## src/rtl/epe_defines.svh

```systemverilog
// epe_defines.svh: offsets, codes and counts of the parallel port engine
// assumes: included by its bare name; holds definitions only
`ifndef EPE_DEFINES_SVH
`define EPE_DEFINES_SVH

// mode field codes
`define EPE_MODE_SPP       3'h0
`define EPE_MODE_BYTE      3'h1
`define EPE_MODE_FIFO      3'h2
`define EPE_MODE_ECP       3'h3
`define EPE_MODE_RESET     3'h0

// queue geometry and threshold
`define EPE_DEPTH          5'h10
`define EPE_PTR_W          4
`define EPE_THR_OFFSET     5'h01
`define EPE_LEVEL_RESET    4'h0

// run-length command layout
`define EPE_CMD_KIND_BIT   7
`define EPE_CMD_VAL_MSB    6

// dma request pacing and serial request frame
`define EPE_DMA_BURST_MAX  6'h20
`define EPE_DMA_CHANNEL    3'h3
`define EPE_LDRQ_LEN       3'h5

`endif

```

## src/rtl/epe_pkg.sv

```systemverilog
// epe_pkg.sv: types shared by the parallel port engine
// assumes: compiled before the engine module
package epe_pkg;

   // one queue entry: a byte and whether it travels as a command
   typedef struct packed {
      logic       is_cmd;
      logic [7:0] value;
   } epe_entry_t;

   // the four control lines and their output enables
   typedef struct packed {
      logic strobe_n;
      logic auto_feed_n;
      logic init_n;
      logic select_in_n;
   } epe_ctl_t;

   // handshake engine states
   typedef enum logic [2:0] {
      ST_IDLE, ST_SETUP, ST_STROBE, ST_RELEASE,
      ST_REV_WAIT, ST_REV_ACK, ST_REPEAT
   } epe_state_t;

endpackage

```

## src/rtl/epe_engine.sv

```systemverilog
// epe_engine.sv: ecp parallel port engine with queue, handshake,
// run-length expansion, service/fault/ack interrupts and dma requests
// assumes: one 40 MHz clock, software bits arrive as plain ports from
// same-clock logic, pins from the peripheral are asynchronous
//
// Overview of operation
// - leave a mode only via 000 or 001; others may only return there
// - direction changes honoured only in mode 001
// - modes 010/011 run hardware handshake; 000/001 lines follow software
// - address queue bytes go as commands in mode 011 (as data in 010), data queue bytes as data
// - reverse ecp handshakes each incoming byte, queueing data bytes only
// - forward hostack high for data, low for command bytes
// - command bit 7 low is run-length count, high is channel address
// - reverse periphack high is data, low is command; channels dropped
// - run-length count n repeats the following data byte n+1 times
// - control line drivers open-drain in mode 000, push-pull otherwise
// - mask set blocks dma and service irqs; clearing re-raises at once
// - terminal count with dma permitted raises irq and sets mask
// - forward pio irq when free space reaches fill request level
// - reverse pio irq when queue holds drain request level bytes
// - fault falling edge, or disable cleared while fault low, interrupts
// - acknowledge rising edge interrupts when enabled
// - effective threshold is level setting plus one
// - dma request on ldrq encoding, at most 32 cycles in a row
// - mode 000 holds queue in reset; 001 byte, 010 fifo, 011 ecp
// - any service interrupt sets the mask bit in hardware
`timescale 1ns/100ps
`default_nettype none
`include "epe_defines.svh"

module epe_engine
   import epe_pkg::*;
(
   input  wire logic       ref_clk,
   input  wire logic       resetn,
   // software control
   input  wire logic       mode_wr,
   input  wire logic [2:0] mode_wdata,
   input  wire logic       dir_wr,
   input  wire logic       dir_wdata,
   input  wire epe_ctl_t   sw_ctl,
   input  wire logic       mask_wr,
   input  wire logic       mask_wdata,
   input  wire logic       dma_permit,
   input  wire logic       fault_irq_disable_n,
   input  wire logic       ack_edge_irq_on,
   input  wire logic [3:0] queue_level_setting,
   // programmed queue access
   input  wire logic       address_rle_queue_wr,
   input  wire logic       ecp_data_queue_wr,
   input  wire logic [7:0] queue_wdata,
   input  wire logic       ecp_data_queue_rd,
   output logic [7:0]      queue_rdata,
   // host dma cycle and terminal count
   input  wire logic       dma_cycle,
   input  wire logic [7:0] dma_wdata,
   input  wire logic       dma_tc,
   output logic            ldrq_n,
   // status and interrupts
   output logic [2:0]      mode,
   output logic            direction,
   output logic            service_irq_mask,
   output logic            queue_full,
   output logic            queue_empty,
   output logic            service_irq,
   output logic            fault_irq,
   output logic            ack_irq,
   // parallel pins
   input  wire logic [7:0] pd_in,
   output logic [7:0]      pd_out,
   output logic [7:0]      pd_oe,
   output epe_ctl_t        ctl_out,
   output epe_ctl_t        ctl_oe,
   input  wire logic       busy_in,
   input  wire logic       peripheral_ack_n,
   input  wire logic       peripheral_fault_n
);

   logic [2:0]        mode_ff;
   logic              dir_ff;
   logic              mask_ff;
   logic              disable_q_ff;
   epe_entry_t        mem_ff [0:15];
   logic [3:0]        wptr_ff, rptr_ff;
   logic [4:0]        cnt_ff;
   logic [4:0]        nxt_cnt;
   logic [7:0]        rdata_ff;
   logic              full_ff, empty_ff;
   epe_state_t        st_ff;
   epe_entry_t        tx_ff;
   logic [7:0]        rep_ff, rep_left_ff, rx_byte_ff;
   logic [1:0]        busy_s_ff, ack_s_ff, fault_s_ff;
   logic [7:0]        pd_s1_ff, pd_s2_ff;
   logic              ack_d_ff, fault_d_ff;
   logic              svc_irq_ff, flt_irq_ff, ack_irq_ff;
   logic [5:0]        burst_ff;
   logic              hold_ff;
   logic              req_sent_ff;
   logic [4:0]        ldrq_sh_ff;
   logic [2:0]        ldrq_cnt_ff;
   logic              ldrq_ff;
   logic [7:0]        pd_out_ff, pd_oe_ff;
   epe_ctl_t          ctl_ff, ctl_oe_ff;

   // true for the two software-driven modes
   function automatic logic is_pio_mode(input logic [2:0] m);
      return (m == `EPE_MODE_SPP) || (m == `EPE_MODE_BYTE);
   endfunction

   wire logic auto_mode = (mode_ff == `EPE_MODE_ECP) ||
                          (mode_ff == `EPE_MODE_FIFO);
   wire logic [4:0] thr = {1'b0, queue_level_setting} + `EPE_THR_OFFSET;
   wire logic [4:0] free_cnt = `EPE_DEPTH - cnt_ff;
   wire logic busy_s = busy_s_ff[1];
   wire logic ack_s  = ack_s_ff[1];
   wire logic flt_s  = fault_s_ff[1];

   // mode and direction gate
   always_ff @(posedge ref_clk) begin
      if (!resetn) begin
         mode_ff <= `EPE_MODE_RESET;
         dir_ff  <= 1'b0;
      end else begin
         if (mode_wr && (is_pio_mode(mode_ff) || is_pio_mode(mode_wdata)))
            mode_ff <= mode_wdata;
         if (dir_wr && mode_ff == `EPE_MODE_BYTE)
            dir_ff <= dir_wdata;
      end
   end

   // pin synchronisers: first stage is read by the second only
   always_ff @(posedge ref_clk) begin
      if (!resetn) begin
         busy_s_ff  <= 2'b00;
         ack_s_ff   <= 2'b11;
         fault_s_ff <= 2'b11;
         pd_s1_ff   <= 8'h00;
         pd_s2_ff   <= 8'h00;
      end else begin
         busy_s_ff  <= {busy_s_ff[0], busy_in};
         ack_s_ff   <= {ack_s_ff[0], peripheral_ack_n};
         fault_s_ff <= {fault_s_ff[0], peripheral_fault_n};
         pd_s1_ff   <= pd_in;
         pd_s2_ff   <= pd_s1_ff;
      end
   end

   // queue push and pop sources
   wire logic fwd = !dir_ff;
   wire logic dma_go = dma_cycle && auto_mode;
   wire logic rev_push = (st_ff == ST_REV_ACK && ack_s && rx_byte_ff == 8'h00)
                         || (st_ff == ST_REPEAT && rep_left_ff != 8'h00);
   wire logic host_push = fwd && (address_rle_queue_wr ||
                          ecp_data_queue_wr || dma_go);
   wire logic push = (host_push || (rev_push && !fwd)) && !full_ff;
   wire logic eng_pop = (st_ff == ST_IDLE) && fwd && auto_mode && !empty_ff;
   wire logic host_pop = !fwd && (ecp_data_queue_rd || dma_go);
   wire logic pop = (eng_pop || host_pop) && !empty_ff;
   epe_entry_t push_entry;

   // entry written this cycle: host command, host data or received byte
   always_comb begin
      push_entry.is_cmd = fwd && address_rle_queue_wr &&
                          mode_ff == `EPE_MODE_ECP;
      if (!fwd)
         push_entry.value = rep_ff;
      else if (dma_go)
         push_entry.value = dma_wdata;
      else
         push_entry.value = queue_wdata;
      nxt_cnt = cnt_ff + {4'h0, push} - {4'h0, pop};
   end

   // queue storage and pointers; mode 000 keeps it in reset
   always_ff @(posedge ref_clk) begin
      if (!resetn || mode_ff == `EPE_MODE_SPP) begin
         wptr_ff  <= 4'h0;
         rptr_ff  <= 4'h0;
         cnt_ff   <= 5'h00;
         full_ff  <= 1'b0;
         empty_ff <= 1'b1;
         rdata_ff <= 8'h00;
      end else begin
         if (push) begin
            mem_ff[wptr_ff] <= push_entry;
            wptr_ff <= wptr_ff + 4'h1;
         end
         if (pop) begin
            rptr_ff <= rptr_ff + 4'h1;
            if (host_pop)
               rdata_ff <= mem_ff[rptr_ff].value;
         end
         cnt_ff   <= nxt_cnt;
         full_ff  <= nxt_cnt == `EPE_DEPTH;
         empty_ff <= nxt_cnt == 5'h00;
      end
   end

   // handshake engine: forward sends, reverse receives and expands
   always_ff @(posedge ref_clk) begin
      if (!resetn || !auto_mode) begin
         st_ff       <= ST_IDLE;
         tx_ff       <= '0;
         rep_ff      <= 8'h00;
         rep_left_ff <= 8'h00;
         rx_byte_ff  <= 8'h00;
      end else begin
         unique case (st_ff)
            ST_IDLE: begin
               if (!fwd && mode_ff == `EPE_MODE_ECP)
                  st_ff <= ST_REV_WAIT;
               else if (eng_pop) begin
                  tx_ff <= mem_ff[rptr_ff];
                  st_ff <= ST_SETUP;
               end
            end
            ST_SETUP:   st_ff <= ST_STROBE;
            ST_STROBE:  if (busy_s) st_ff <= ST_RELEASE;
            ST_RELEASE: if (!busy_s) st_ff <= ST_IDLE;
            ST_REV_WAIT: begin
               if (!ack_s && !full_ff) begin
                  rep_ff <= pd_s2_ff;
                  // busy low marks a command byte
                  rx_byte_ff <= busy_s ? 8'h00 : 8'h01;
                  st_ff <= ST_REV_ACK;
               end
            end
            ST_REV_ACK: begin
               if (ack_s) begin
                  if (rx_byte_ff != 8'h00) begin
                     // channel addresses are dropped, counts kept
                     if (!rep_ff[`EPE_CMD_KIND_BIT])
                        rep_left_ff <= {1'b0,
                                        rep_ff[`EPE_CMD_VAL_MSB:0]};
                     st_ff <= ST_REV_WAIT;
                  end else
                     st_ff <= ST_REPEAT;
               end
            end
            ST_REPEAT: begin
               // count n yields n more copies after the first
               if (rep_left_ff == 8'h00)
                  st_ff <= ST_REV_WAIT;
               else if (!full_ff)
                  rep_left_ff <= rep_left_ff - 8'h01;
            end
            default: st_ff <= ST_IDLE;
         endcase
      end
   end

   // pin drivers, registered so every pin comes from a flop
   always_ff @(posedge ref_clk) begin
      if (!resetn) begin
         pd_out_ff <= 8'h00;
         pd_oe_ff  <= 8'h00;
         // low with enables off, so the first open-drain cycle agrees
         ctl_ff    <= '0;
         ctl_oe_ff <= '0;
      end else begin
         epe_ctl_t lines;
         lines = sw_ctl;
         if (auto_mode) begin
            lines.strobe_n = (st_ff != ST_STROBE);
            if (mode_ff == `EPE_MODE_ECP)
               lines.auto_feed_n = fwd ? !tx_ff.is_cmd
                                       : (st_ff == ST_REV_ACK);
         end
         pd_out_ff <= tx_ff.value;
         if (!auto_mode)
            pd_out_ff <= rdata_ff;
         pd_oe_ff <= (mode_ff == `EPE_MODE_SPP || fwd) ? 8'hff : 8'h00;
         if (mode_ff == `EPE_MODE_SPP) begin
            // open drain: drive only the low level
            ctl_ff    <= '0;
            ctl_oe_ff <= ~lines;
         end else begin
            ctl_ff    <= lines;
            ctl_oe_ff <= '1;
         end
      end
   end

   // service condition: tc in dma, thresholds in programmed mode
   wire logic pio_cond = !dma_permit && auto_mode &&
        (fwd ? (free_cnt >= thr) : (cnt_ff >= thr));
   wire logic tc_cond = dma_permit && dma_tc;
   wire logic svc_evt = !mask_ff && (pio_cond || tc_cond);

   // mask bit: hardware set wins over a software clear
   always_ff @(posedge ref_clk) begin
      if (!resetn) begin
         mask_ff    <= 1'b1;
         svc_irq_ff <= 1'b0;
      end else begin
         svc_irq_ff <= svc_evt;
         if (svc_evt)
            mask_ff <= 1'b1;
         else if (mask_wr)
            mask_ff <= mask_wdata;
      end
   end

   // fault and acknowledge edge interrupts
   always_ff @(posedge ref_clk) begin
      if (!resetn) begin
         ack_d_ff     <= 1'b1;
         fault_d_ff   <= 1'b1;
         disable_q_ff <= 1'b1;
         flt_irq_ff   <= 1'b0;
         ack_irq_ff   <= 1'b0;
      end else begin
         ack_d_ff     <= ack_s;
         fault_d_ff   <= flt_s;
         disable_q_ff <= fault_irq_disable_n;
         flt_irq_ff   <= !fault_irq_disable_n &&
                         ((fault_d_ff && !flt_s) ||
                          (disable_q_ff && !flt_s));
         ack_irq_ff   <= ack_edge_irq_on && !ack_d_ff && ack_s;
      end
   end

   // dma request level with a forced gap after 32 cycles in a row
   wire logic dma_want = auto_mode && dma_permit && !mask_ff &&
                         (fwd ? !full_ff : !empty_ff) && !hold_ff;
   always_ff @(posedge ref_clk) begin
      if (!resetn) begin
         burst_ff <= 6'h00;
         hold_ff  <= 1'b0;
      end else begin
         if (!dma_want)
            burst_ff <= 6'h00;
         else if (dma_cycle)
            burst_ff <= burst_ff + 6'h01;
         // hold until the withdrawal frame has gone out
         if (dma_want && dma_cycle &&
             burst_ff == `EPE_DMA_BURST_MAX - 6'h01)
            hold_ff <= 1'b1;
         else if (hold_ff && !req_sent_ff && ldrq_cnt_ff == 3'h0)
            hold_ff <= 1'b0;
      end
   end

   // serial request frame: start low, channel msb first, active bit
   always_ff @(posedge ref_clk) begin
      if (!resetn) begin
         req_sent_ff <= 1'b0;
         ldrq_sh_ff  <= 5'h1f;
         ldrq_cnt_ff <= 3'h0;
         ldrq_ff     <= 1'b1;
      end else if (ldrq_cnt_ff != 3'h0) begin
         ldrq_ff     <= ldrq_sh_ff[4];
         ldrq_sh_ff  <= {ldrq_sh_ff[3:0], 1'b1};
         ldrq_cnt_ff <= ldrq_cnt_ff - 3'h1;
      end else begin
         ldrq_ff <= 1'b1;
         if (dma_want != req_sent_ff) begin
            req_sent_ff <= dma_want;
            ldrq_sh_ff  <= {1'b0, `EPE_DMA_CHANNEL, dma_want};
            ldrq_cnt_ff <= `EPE_LDRQ_LEN;
         end
      end
   end

   assign mode             = mode_ff;
   assign direction        = dir_ff;
   assign service_irq_mask = mask_ff;
   assign queue_full       = full_ff;
   assign queue_empty      = empty_ff;
   assign queue_rdata      = rdata_ff;
   assign service_irq      = svc_irq_ff;
   assign fault_irq        = flt_irq_ff;
   assign ack_irq          = ack_irq_ff;
   assign ldrq_n           = ldrq_ff;
   assign pd_out           = pd_out_ff;
   assign pd_oe            = pd_oe_ff;
   assign ctl_out          = ctl_ff;
   assign ctl_oe           = ctl_oe_ff;
endmodule
`default_nettype wire

```

## config.mk

```make
export PLATFORM = sky130hd
export DESIGN_NAME = epe_engine
export DESIGN_NICKNAME = d
export VERILOG_FILES = /design/src/rtl/epe_pkg.sv /design/src/rtl/epe_engine.sv
export VERILOG_INCLUDE_DIRS = /design/src /design/src/rtl
export SDC_FILE = /design/constraint.sdc
export NUM_CORES = 1
export LEC_CHECK = 0
export BUFFER_PORTS_ARGS = -buffer_cell sky130_fd_sc_hd__buf_2
export CAP_MARGIN = 10
export CORE_MARGIN = 2
export CORE_UTILIZATION = 45
export DETAILED_ROUTE_END_ITERATION = 6
export GPL_TIMING_DRIVEN = 0
export SLEW_MARGIN = 20
export SYNTH_ARGS = -nofsm -noshare
export SYNTH_HDL_FRONTEND = slang
export SYNTH_SLANG_ARGS = --single-unit
```

## constraint.sdc

```tcl
create_clock -name ref_clk -period 4.1 [get_ports ref_clk]
set_clock_uncertainty 0.1 [all_clocks]
set_input_delay 0.615 -clock ref_clk [delete_from_list [all_inputs] [get_ports ref_clk]]
set_output_delay 0.615 -clock ref_clk [all_outputs]
set_load 0.02 [all_outputs]
```

# Yosys cells after proc, flatten, opt, wreduce, memory -nomap -nowiden
# Memories as Yosys holds them, arrays and structs flattened. A register that Yosys moved wholly into a read port is not among the register bits.
# Cells that the tools add are included.
[word_totals]
regBits = 133
ram_bits = 144
input_bits = 53
output_inout_bits = 43
word_cells = 209
n_memories = 1
[memory_table]
columns = ["memory", "words", "word_bits", "rd", "rd_ports_with_merged_regs", "write_ports", "line_no", "source"]
rows = [
  ["mem_ff", 16, 9, 1, 1, 1, "epe_engine.sv:83", "epe_entry_t mem_ff [0:15];"],
]
[classes]
add_sub_neg = 9
magnitude_cmp = 2
eq_ne = 24
muxes = 38
bitwise = 4
n_reduce_logical = 88
[op_table]
columns = ["cell", "count"]
rows = [
  ["$mux 8", 9],
  ["$logic_and 1x1->1", 35],
  ["$mux 3", 9],
  ["$pmux 3 s7", 1],
  ["$logic_not 8->1", 2],
  ["$ne 2x2->1 const B", 8],
  ["$pmux 8 s2", 1],
  ["$reduce_bool 8->1", 2],
  ["$logic_or 1x1->1", 15],
  ["$logic_not 1->1", 14],
  ["$eq 3x2->1 const B", 4],
  ["$logic_not 3->1", 4],
  ["$mux 4", 3],
  ["$reduce_and 6->1", 2],
  ["$ge 5x5->1", 2],
  ["$mux 1", 10],
  ["$mux 5", 2],
  ["$reduce_and 2->1", 5],
  ["$eq 3x1->1 const B", 3],
  ["$eq 3x3->1 const B", 3],
  ["$add 4x1->4 const B", 2],
  ["$sub 8x1->8 const B", 1],
  ["$add 6x1->6 const B", 1],
  ["$eq 6x5->1 const B", 1],
  ["17 further kinds", 26],
]

# Logic depth before layout (Yosys ltp)
[logic_depth]
word_depth = 10
mapped_depth = 16
ltp_nobuf = 16

# Least setup slack after synthesis
# No wires, ideal clock.
[synth_timing]
path_kind = "input to register"
from = "input dma_cycle"
to = "register full_ff (netlist: queue_full)"
setup_ps = 116
arrival_time_ps = 2916
required_time_ps = 3884
path_slack_ps = 968
cell_stages = 16
n_path_buf = 2
path_cell_list = "buf_2 nand3b_1 buf_6 a21oi_1 o21a_2 inv_2 ha_1 inv_1 ha_1 inv_1 fa_1 o21bai_1 a21oi_1 xnor2_1 nor2_1 and3_1"
[synth_via]
elab_chain_cells = 8
elab_cells_between_ends = 12
classes_between = "2 x add/sub; 1 x eq/ne; 9 x reduce/logical"
[synth_rtl]
columns = ["item", "line_no", "source"]
rows = [
  ["start, declared", "epe_engine.sv:55", "input wire logic dma_cycle,"],
  ["$logic_and 1x1->1 (*)", "epe_engine.sv:150", "wire logic dma_go = dma_cycle && auto_mode;"],
  ["$logic_or 1x1->1", "epe_engine.sv:154", "ecp_data_queue_wr || dma_go);"],
  ["$logic_and 1x1->1", "epe_engine.sv:153", "wire logic host_push = fwd && (address_rle_queue_wr ||"],
  ["$logic_or 1x1->1", "epe_engine.sv:155", "wire logic push = (host_push || (rev_push && !fwd)) && !full_ff;"],
  ["$logic_and 1x1->1", "epe_engine.sv:155", ""],
  ["$add 5x1->5", "epe_engine.sv:171", "nxt_cnt = cnt_ff + {4'h0, push} - {4'h0, pop};"],
  ["$sub 5x1->5 (*)", "epe_engine.sv:171", ""],
  ["$eq 5x5->1 (no source line) (*)", "n/a", ""],
  ["end signal, assigned", "epe_engine.sv:194", "full_ff <= nxt_cnt == `EPE_DEPTH;"],
  ["end, declared", "epe_engine.sv:88", "logic full_ff, empty_ff;"],
]
# Mark *: on every way between the ends. The rest lies on a longest branch, timed or not.
# A chain may end at the register's enable or synchronous reset.

# Worst setup path after layout
[layout_timing]
from = "register rep_left_ff[0]"
to = "register full_ff (netlist: queue_full)"
[layout_via]
elab_chain_cells = 9
[layout_rtl]
columns = ["item", "line_no", "source"]
rows = [
  ["start, declared", "epe_engine.sv:91", "logic [7:0] rep_ff, rep_left_ff, rx_byte_ff;"],
  ["start signal, assigned", "epe_engine.sv:233", "rep_left_ff <= {1'b0,"],
  ["start signal, assigned", "epe_engine.sv:245", "rep_left_ff <= rep_left_ff - 8'h01;"],
  ["$reduce_bool 8->1", "epe_engine.sv:152", "|| (st_ff == ST_REPEAT && rep_left_ff != 8'h00);"],
  ["$logic_and 1x1->1", "epe_engine.sv:152", ""],
  ["$logic_or 1x1->1", "epe_engine.sv:152", ""],
  ["$logic_and 1x1->1", "epe_engine.sv:155", ""],
  ["$logic_or 1x1->1", "epe_engine.sv:155", ""],
  ["$logic_and 1x1->1", "epe_engine.sv:155", ""],
  ["$add 5x1->5", "epe_engine.sv:171", ""],
  ["$sub 5x1->5", "epe_engine.sv:171", ""],
  ["$eq 5x5->1 (no source line)", "n/a", ""],
]
# Every way passes these cells.

==> metrics.log <==
INFO  metric detailroute.via_count = 6,874
INFO  metric synth_top_flop_cell = edfxtp_1
INFO  metric root_buffer = clkbuf_16
INFO  metric gp_congestion = 0.848
INFO  metric power_per_cell_area = 454 mW/mm^2
INFO  metric clk_pin_slew_worst_paths = 0.06 ns
INFO  metric postCtsSetupBuffers = 0
INFO  metric final_critical_period = between 3 and 4 ns
INFO  metric floorplan.initialDensity = 45.4%
INFO  metric ff2ff_path_depth = 16
INFO  metric dr.pass1.iters = 4
INFO  metric final-instance-count-excl-fill = 1,302
INFO  metric timing.final.crit_share = 83.0%
INFO  metric async_flop_share = 0%
INFO  metric post_synth_num_cell_types = 74
INFO  metric detailedRoute.firstIterationViolations = 574
INFO  metric grt_start_max_net_pins = 17
INFO  metric critical_path_arrival = 3.72 ns
INFO  metric core-area = 0.0241 sq mm
INFO  metric synth.ff_latch_count = 267
INFO  metric route.final.wire_length = 24,300 um
INFO  metric number_of_antenna_violations_at_the_first_check_in_global_routing = 0
INFO  metric synth_largest_type_area_fraction = 39.5%
INFO  metric drt-wirelength-per-cell = 18.7 um
INFO  metric grt_first_pass_wirelength = 37,400 um
INFO  metric hold_viol_final = 0
INFO  metric detailed_route_vias_per_instance = 5.28
INFO  metric timing.hold.ws = 0.163 ns
INFO  metric max_slew_margin = 35.8%
INFO  metric final-max-slew-violation-count = 0
INFO  metric outcome = completed
INFO  metric route.antenna.remaining_nets = 0
INFO  metric seq_area_frac_synth = between 60 and 70%
INFO  metric area_growth = 17.2%
INFO  metric cts_max_path_buffers = 3
INFO  metric synth.top_cells.by_area = edfxtp_1 40%, dfxtp_1 23%, mux4_2 7.4%
INFO  metric syn-cell-area = 0.0109 sq mm
INFO  metric intPower = approximately 4.5 mW
INFO  metric syn_avg_cell_area = 13.2 sq um
INFO  metric post_dp_area = approximately 0.012 sq mm
INFO  metric overflow = 0
INFO  metric worstMarginPinSlew = approximately 0.96 ns
INFO  metric clkSinkCount = 267
INFO  metric worst_skew_pair.late_latency = about 0.54 ns
INFO  metric timing.setup.critical_path_class = reg -> reg
INFO  metric post-synth-top-area-cell = edfxtp_1
INFO  metric syn_inst = 831
INFO  metric max_cap_viol_count = 0
INFO  metric port_buffers = 94
INFO  metric p_comb_share = 6.8%
INFO  metric die_height = 160 um
INFO  metric pwr-share-clk = between 40% and 50%
INFO  metric setup_violations = 0
INFO  metric syn_nets = 912
INFO  metric synth_commonest_cells = 144 x edfxtp_1, 123 x dfxtp_1, 62 x nand2_1
INFO  metric yosys_warnings = 0
INFO  metric cts-htree-levels = 1
INFO  metric power.static_leakage = 4.64 nW
INFO  metric design.final.nets = between 1,000 and 1,500
INFO  metric number_of_global_route_vias_before_repair = 6,623
INFO  metric whs_path_depth = 2
INFO  metric peakVddDrop = 0.345 mV
INFO  metric critPathCaptureType = register
INFO  metric tritoncts = yes
INFO  metric holdCritPathClass = in -> reg
INFO  metric pwr-share-seq = 50.1%
INFO  metric detailedPlacementHpwl = 17,000 um
INFO  metric total_clock_buffers_created_by_cts = 28
INFO  metric remaining_drc_errors = 0
INFO  metric synth_edf_count = 144
INFO  metric crit_path_max_fanout = 7
INFO  metric p_total = a little under 6 mW
INFO  metric fp.dieArea = 0.0256 sq mm
INFO  metric antenna_cells_inserted = 0
INFO  metric max_freq = about 300 MHz
INFO  metric fin_tns_setup = 0 ns
INFO  metric switching_share = approximately 22%
INFO  metric placed_cells = between 1,000 and 1,500
INFO  metric floorplan.rows = 57
INFO  metric post_route_cells_drive_above_1_share = 23.2%
INFO  metric cp_data_required_time = around 4.4 ns
INFO  metric cts_resized = 0
INFO  metric final_design_instance_area_without_fill = between 0.01 and 0.015 sq mm
INFO  metric die-width = 160 um
INFO  metric grt.total_usage = 18.8%
INFO  metric ios = 96
INFO  metric crit_path_start_kind = register
INFO  metric postCtsHoldBufs = 0
INFO  metric most_used_standard_cell_by_instance_count_after_synthesis = edfxtp_1
INFO  metric grt_setup_unrepaired = no
INFO  metric switching_power_total = 1.29 mW
critical path: stages (launching register included):
cell and delay, ns:
dfxtp_1 0.35, inv_1 0.09, ha_1 0.22, nor3b_1 0.15
a21oi_1 0.37, o21a_2 0.30, inv_2 0.08, ha_1 0.29
inv_1 0.05, ha_1 0.16, inv_1 0.06, fa_1 0.41
o21bai_1 0.14, a21oi_1 0.09, xnor2_1 0.16, nor2_1 0.08
and3_1 0.18
sequential cells by signal, summed over array words and instances, names as in the netlist, 2 cells and up, named ones only:
signal / cells
mem_ff: 144
tx_ff: 9
pd_out: 8
pd_s1_ff: 8
pd_s2_ff: 8
queue_rdata: 8
rep_ff: 8
rep_left_ff: 8
burst_ff: 6
cnt_ff: 5
ldrq_sh_ff: 5
ctl_oe: 4
ctl_out: 4
rptr_ff: 4
wptr_ff: 4
ldrq_cnt_ff: 3
mode: 3
st_ff: 3
ack_s_ff: 2
busy_s_ff: 2
fault_s_ff: 2
metrics by stage:
step | utilization [%] | worst slack (ns)
6_report | 53.2 | 0.696
5_1_grt | 53.2 | 0.398
4_1_cts | 53.2 | 0.675
3_5_place_dp | 49.4 | 0.498
3_3_place_gp | 49.0 | 0.501
2_1_floorplan | - | 0.968
cell families after synthesis:
kind of cell	count (synthesis)	share of synthesized area, %
AOI/OAI and AO/OA	136	8.01
xor gates and xnor gates	19	1.52
adders and majority gates	29	3.36
buffers and inverters	73	3.18
DFF	267	62.0
muxes	79	11.4
and+or+nand+nor	228	10.5
worst paths after layout:
check,end,startpoint,slack (ns)
worst max-delay path,queue_full,rep_left_ff[0],0.70
worst min-delay path,fault_s_ff[0],peripheral_fault_n,0.16
worst max register to register,queue_full,rep_left_ff[0],0.70
worst min register to register,fault_s_ff[1],fault_s_ff[0],0.31
layout by cell type, fill, tap and decap left out, types with 13 or more instances in the layout:
master     instances
ha_1              27
and2_1            18
nand3_1           22
mux4_2            36
mux2i_1           41
inv_1             25
a21oi_1           39
clkbuf_1          20
nor2_1            61
dfxtp_1          123
xnor2_1           13
clkbuf_16         28
buf_4             13
edfxtp_1         144
o21ai_0           26
buf_2            101
nand2_1           62
area by class of cell:
cell class                      instances  area (sq um)
Fill cell                            2109         11300
Sequential cell                       267          6790
Multi-Input combinational cell        491          3860
Clock buffer                           35           757
Timing Repair Buffer                   97           497
Tap cell                              324           405
Buffer                                 46           246
Clock inverter                         15           165
Inverter                               27           101
power by group through the flow:
stage               sequential (mW)  combinational, mW  clock [mW]
finish                         2.91              0.398        2.50
global route                   2.92              0.446        2.67
CTS                            2.91              0.403        2.55
detailed placement             2.97              0.401           0
global placement               2.97              0.389           0
floorplan                      2.98              0.246           0
layer usage:
layer	part of all wire [%]	vias up	track usage (%)
met5	0	-	0
met4	2.0	0	4.26
met3	5.0	31	2.99
met2	47	156	30.2
met1	46	3371	27.0
li1	-	3316	-
No activity file was read; power rests on OpenSTA's default activity.
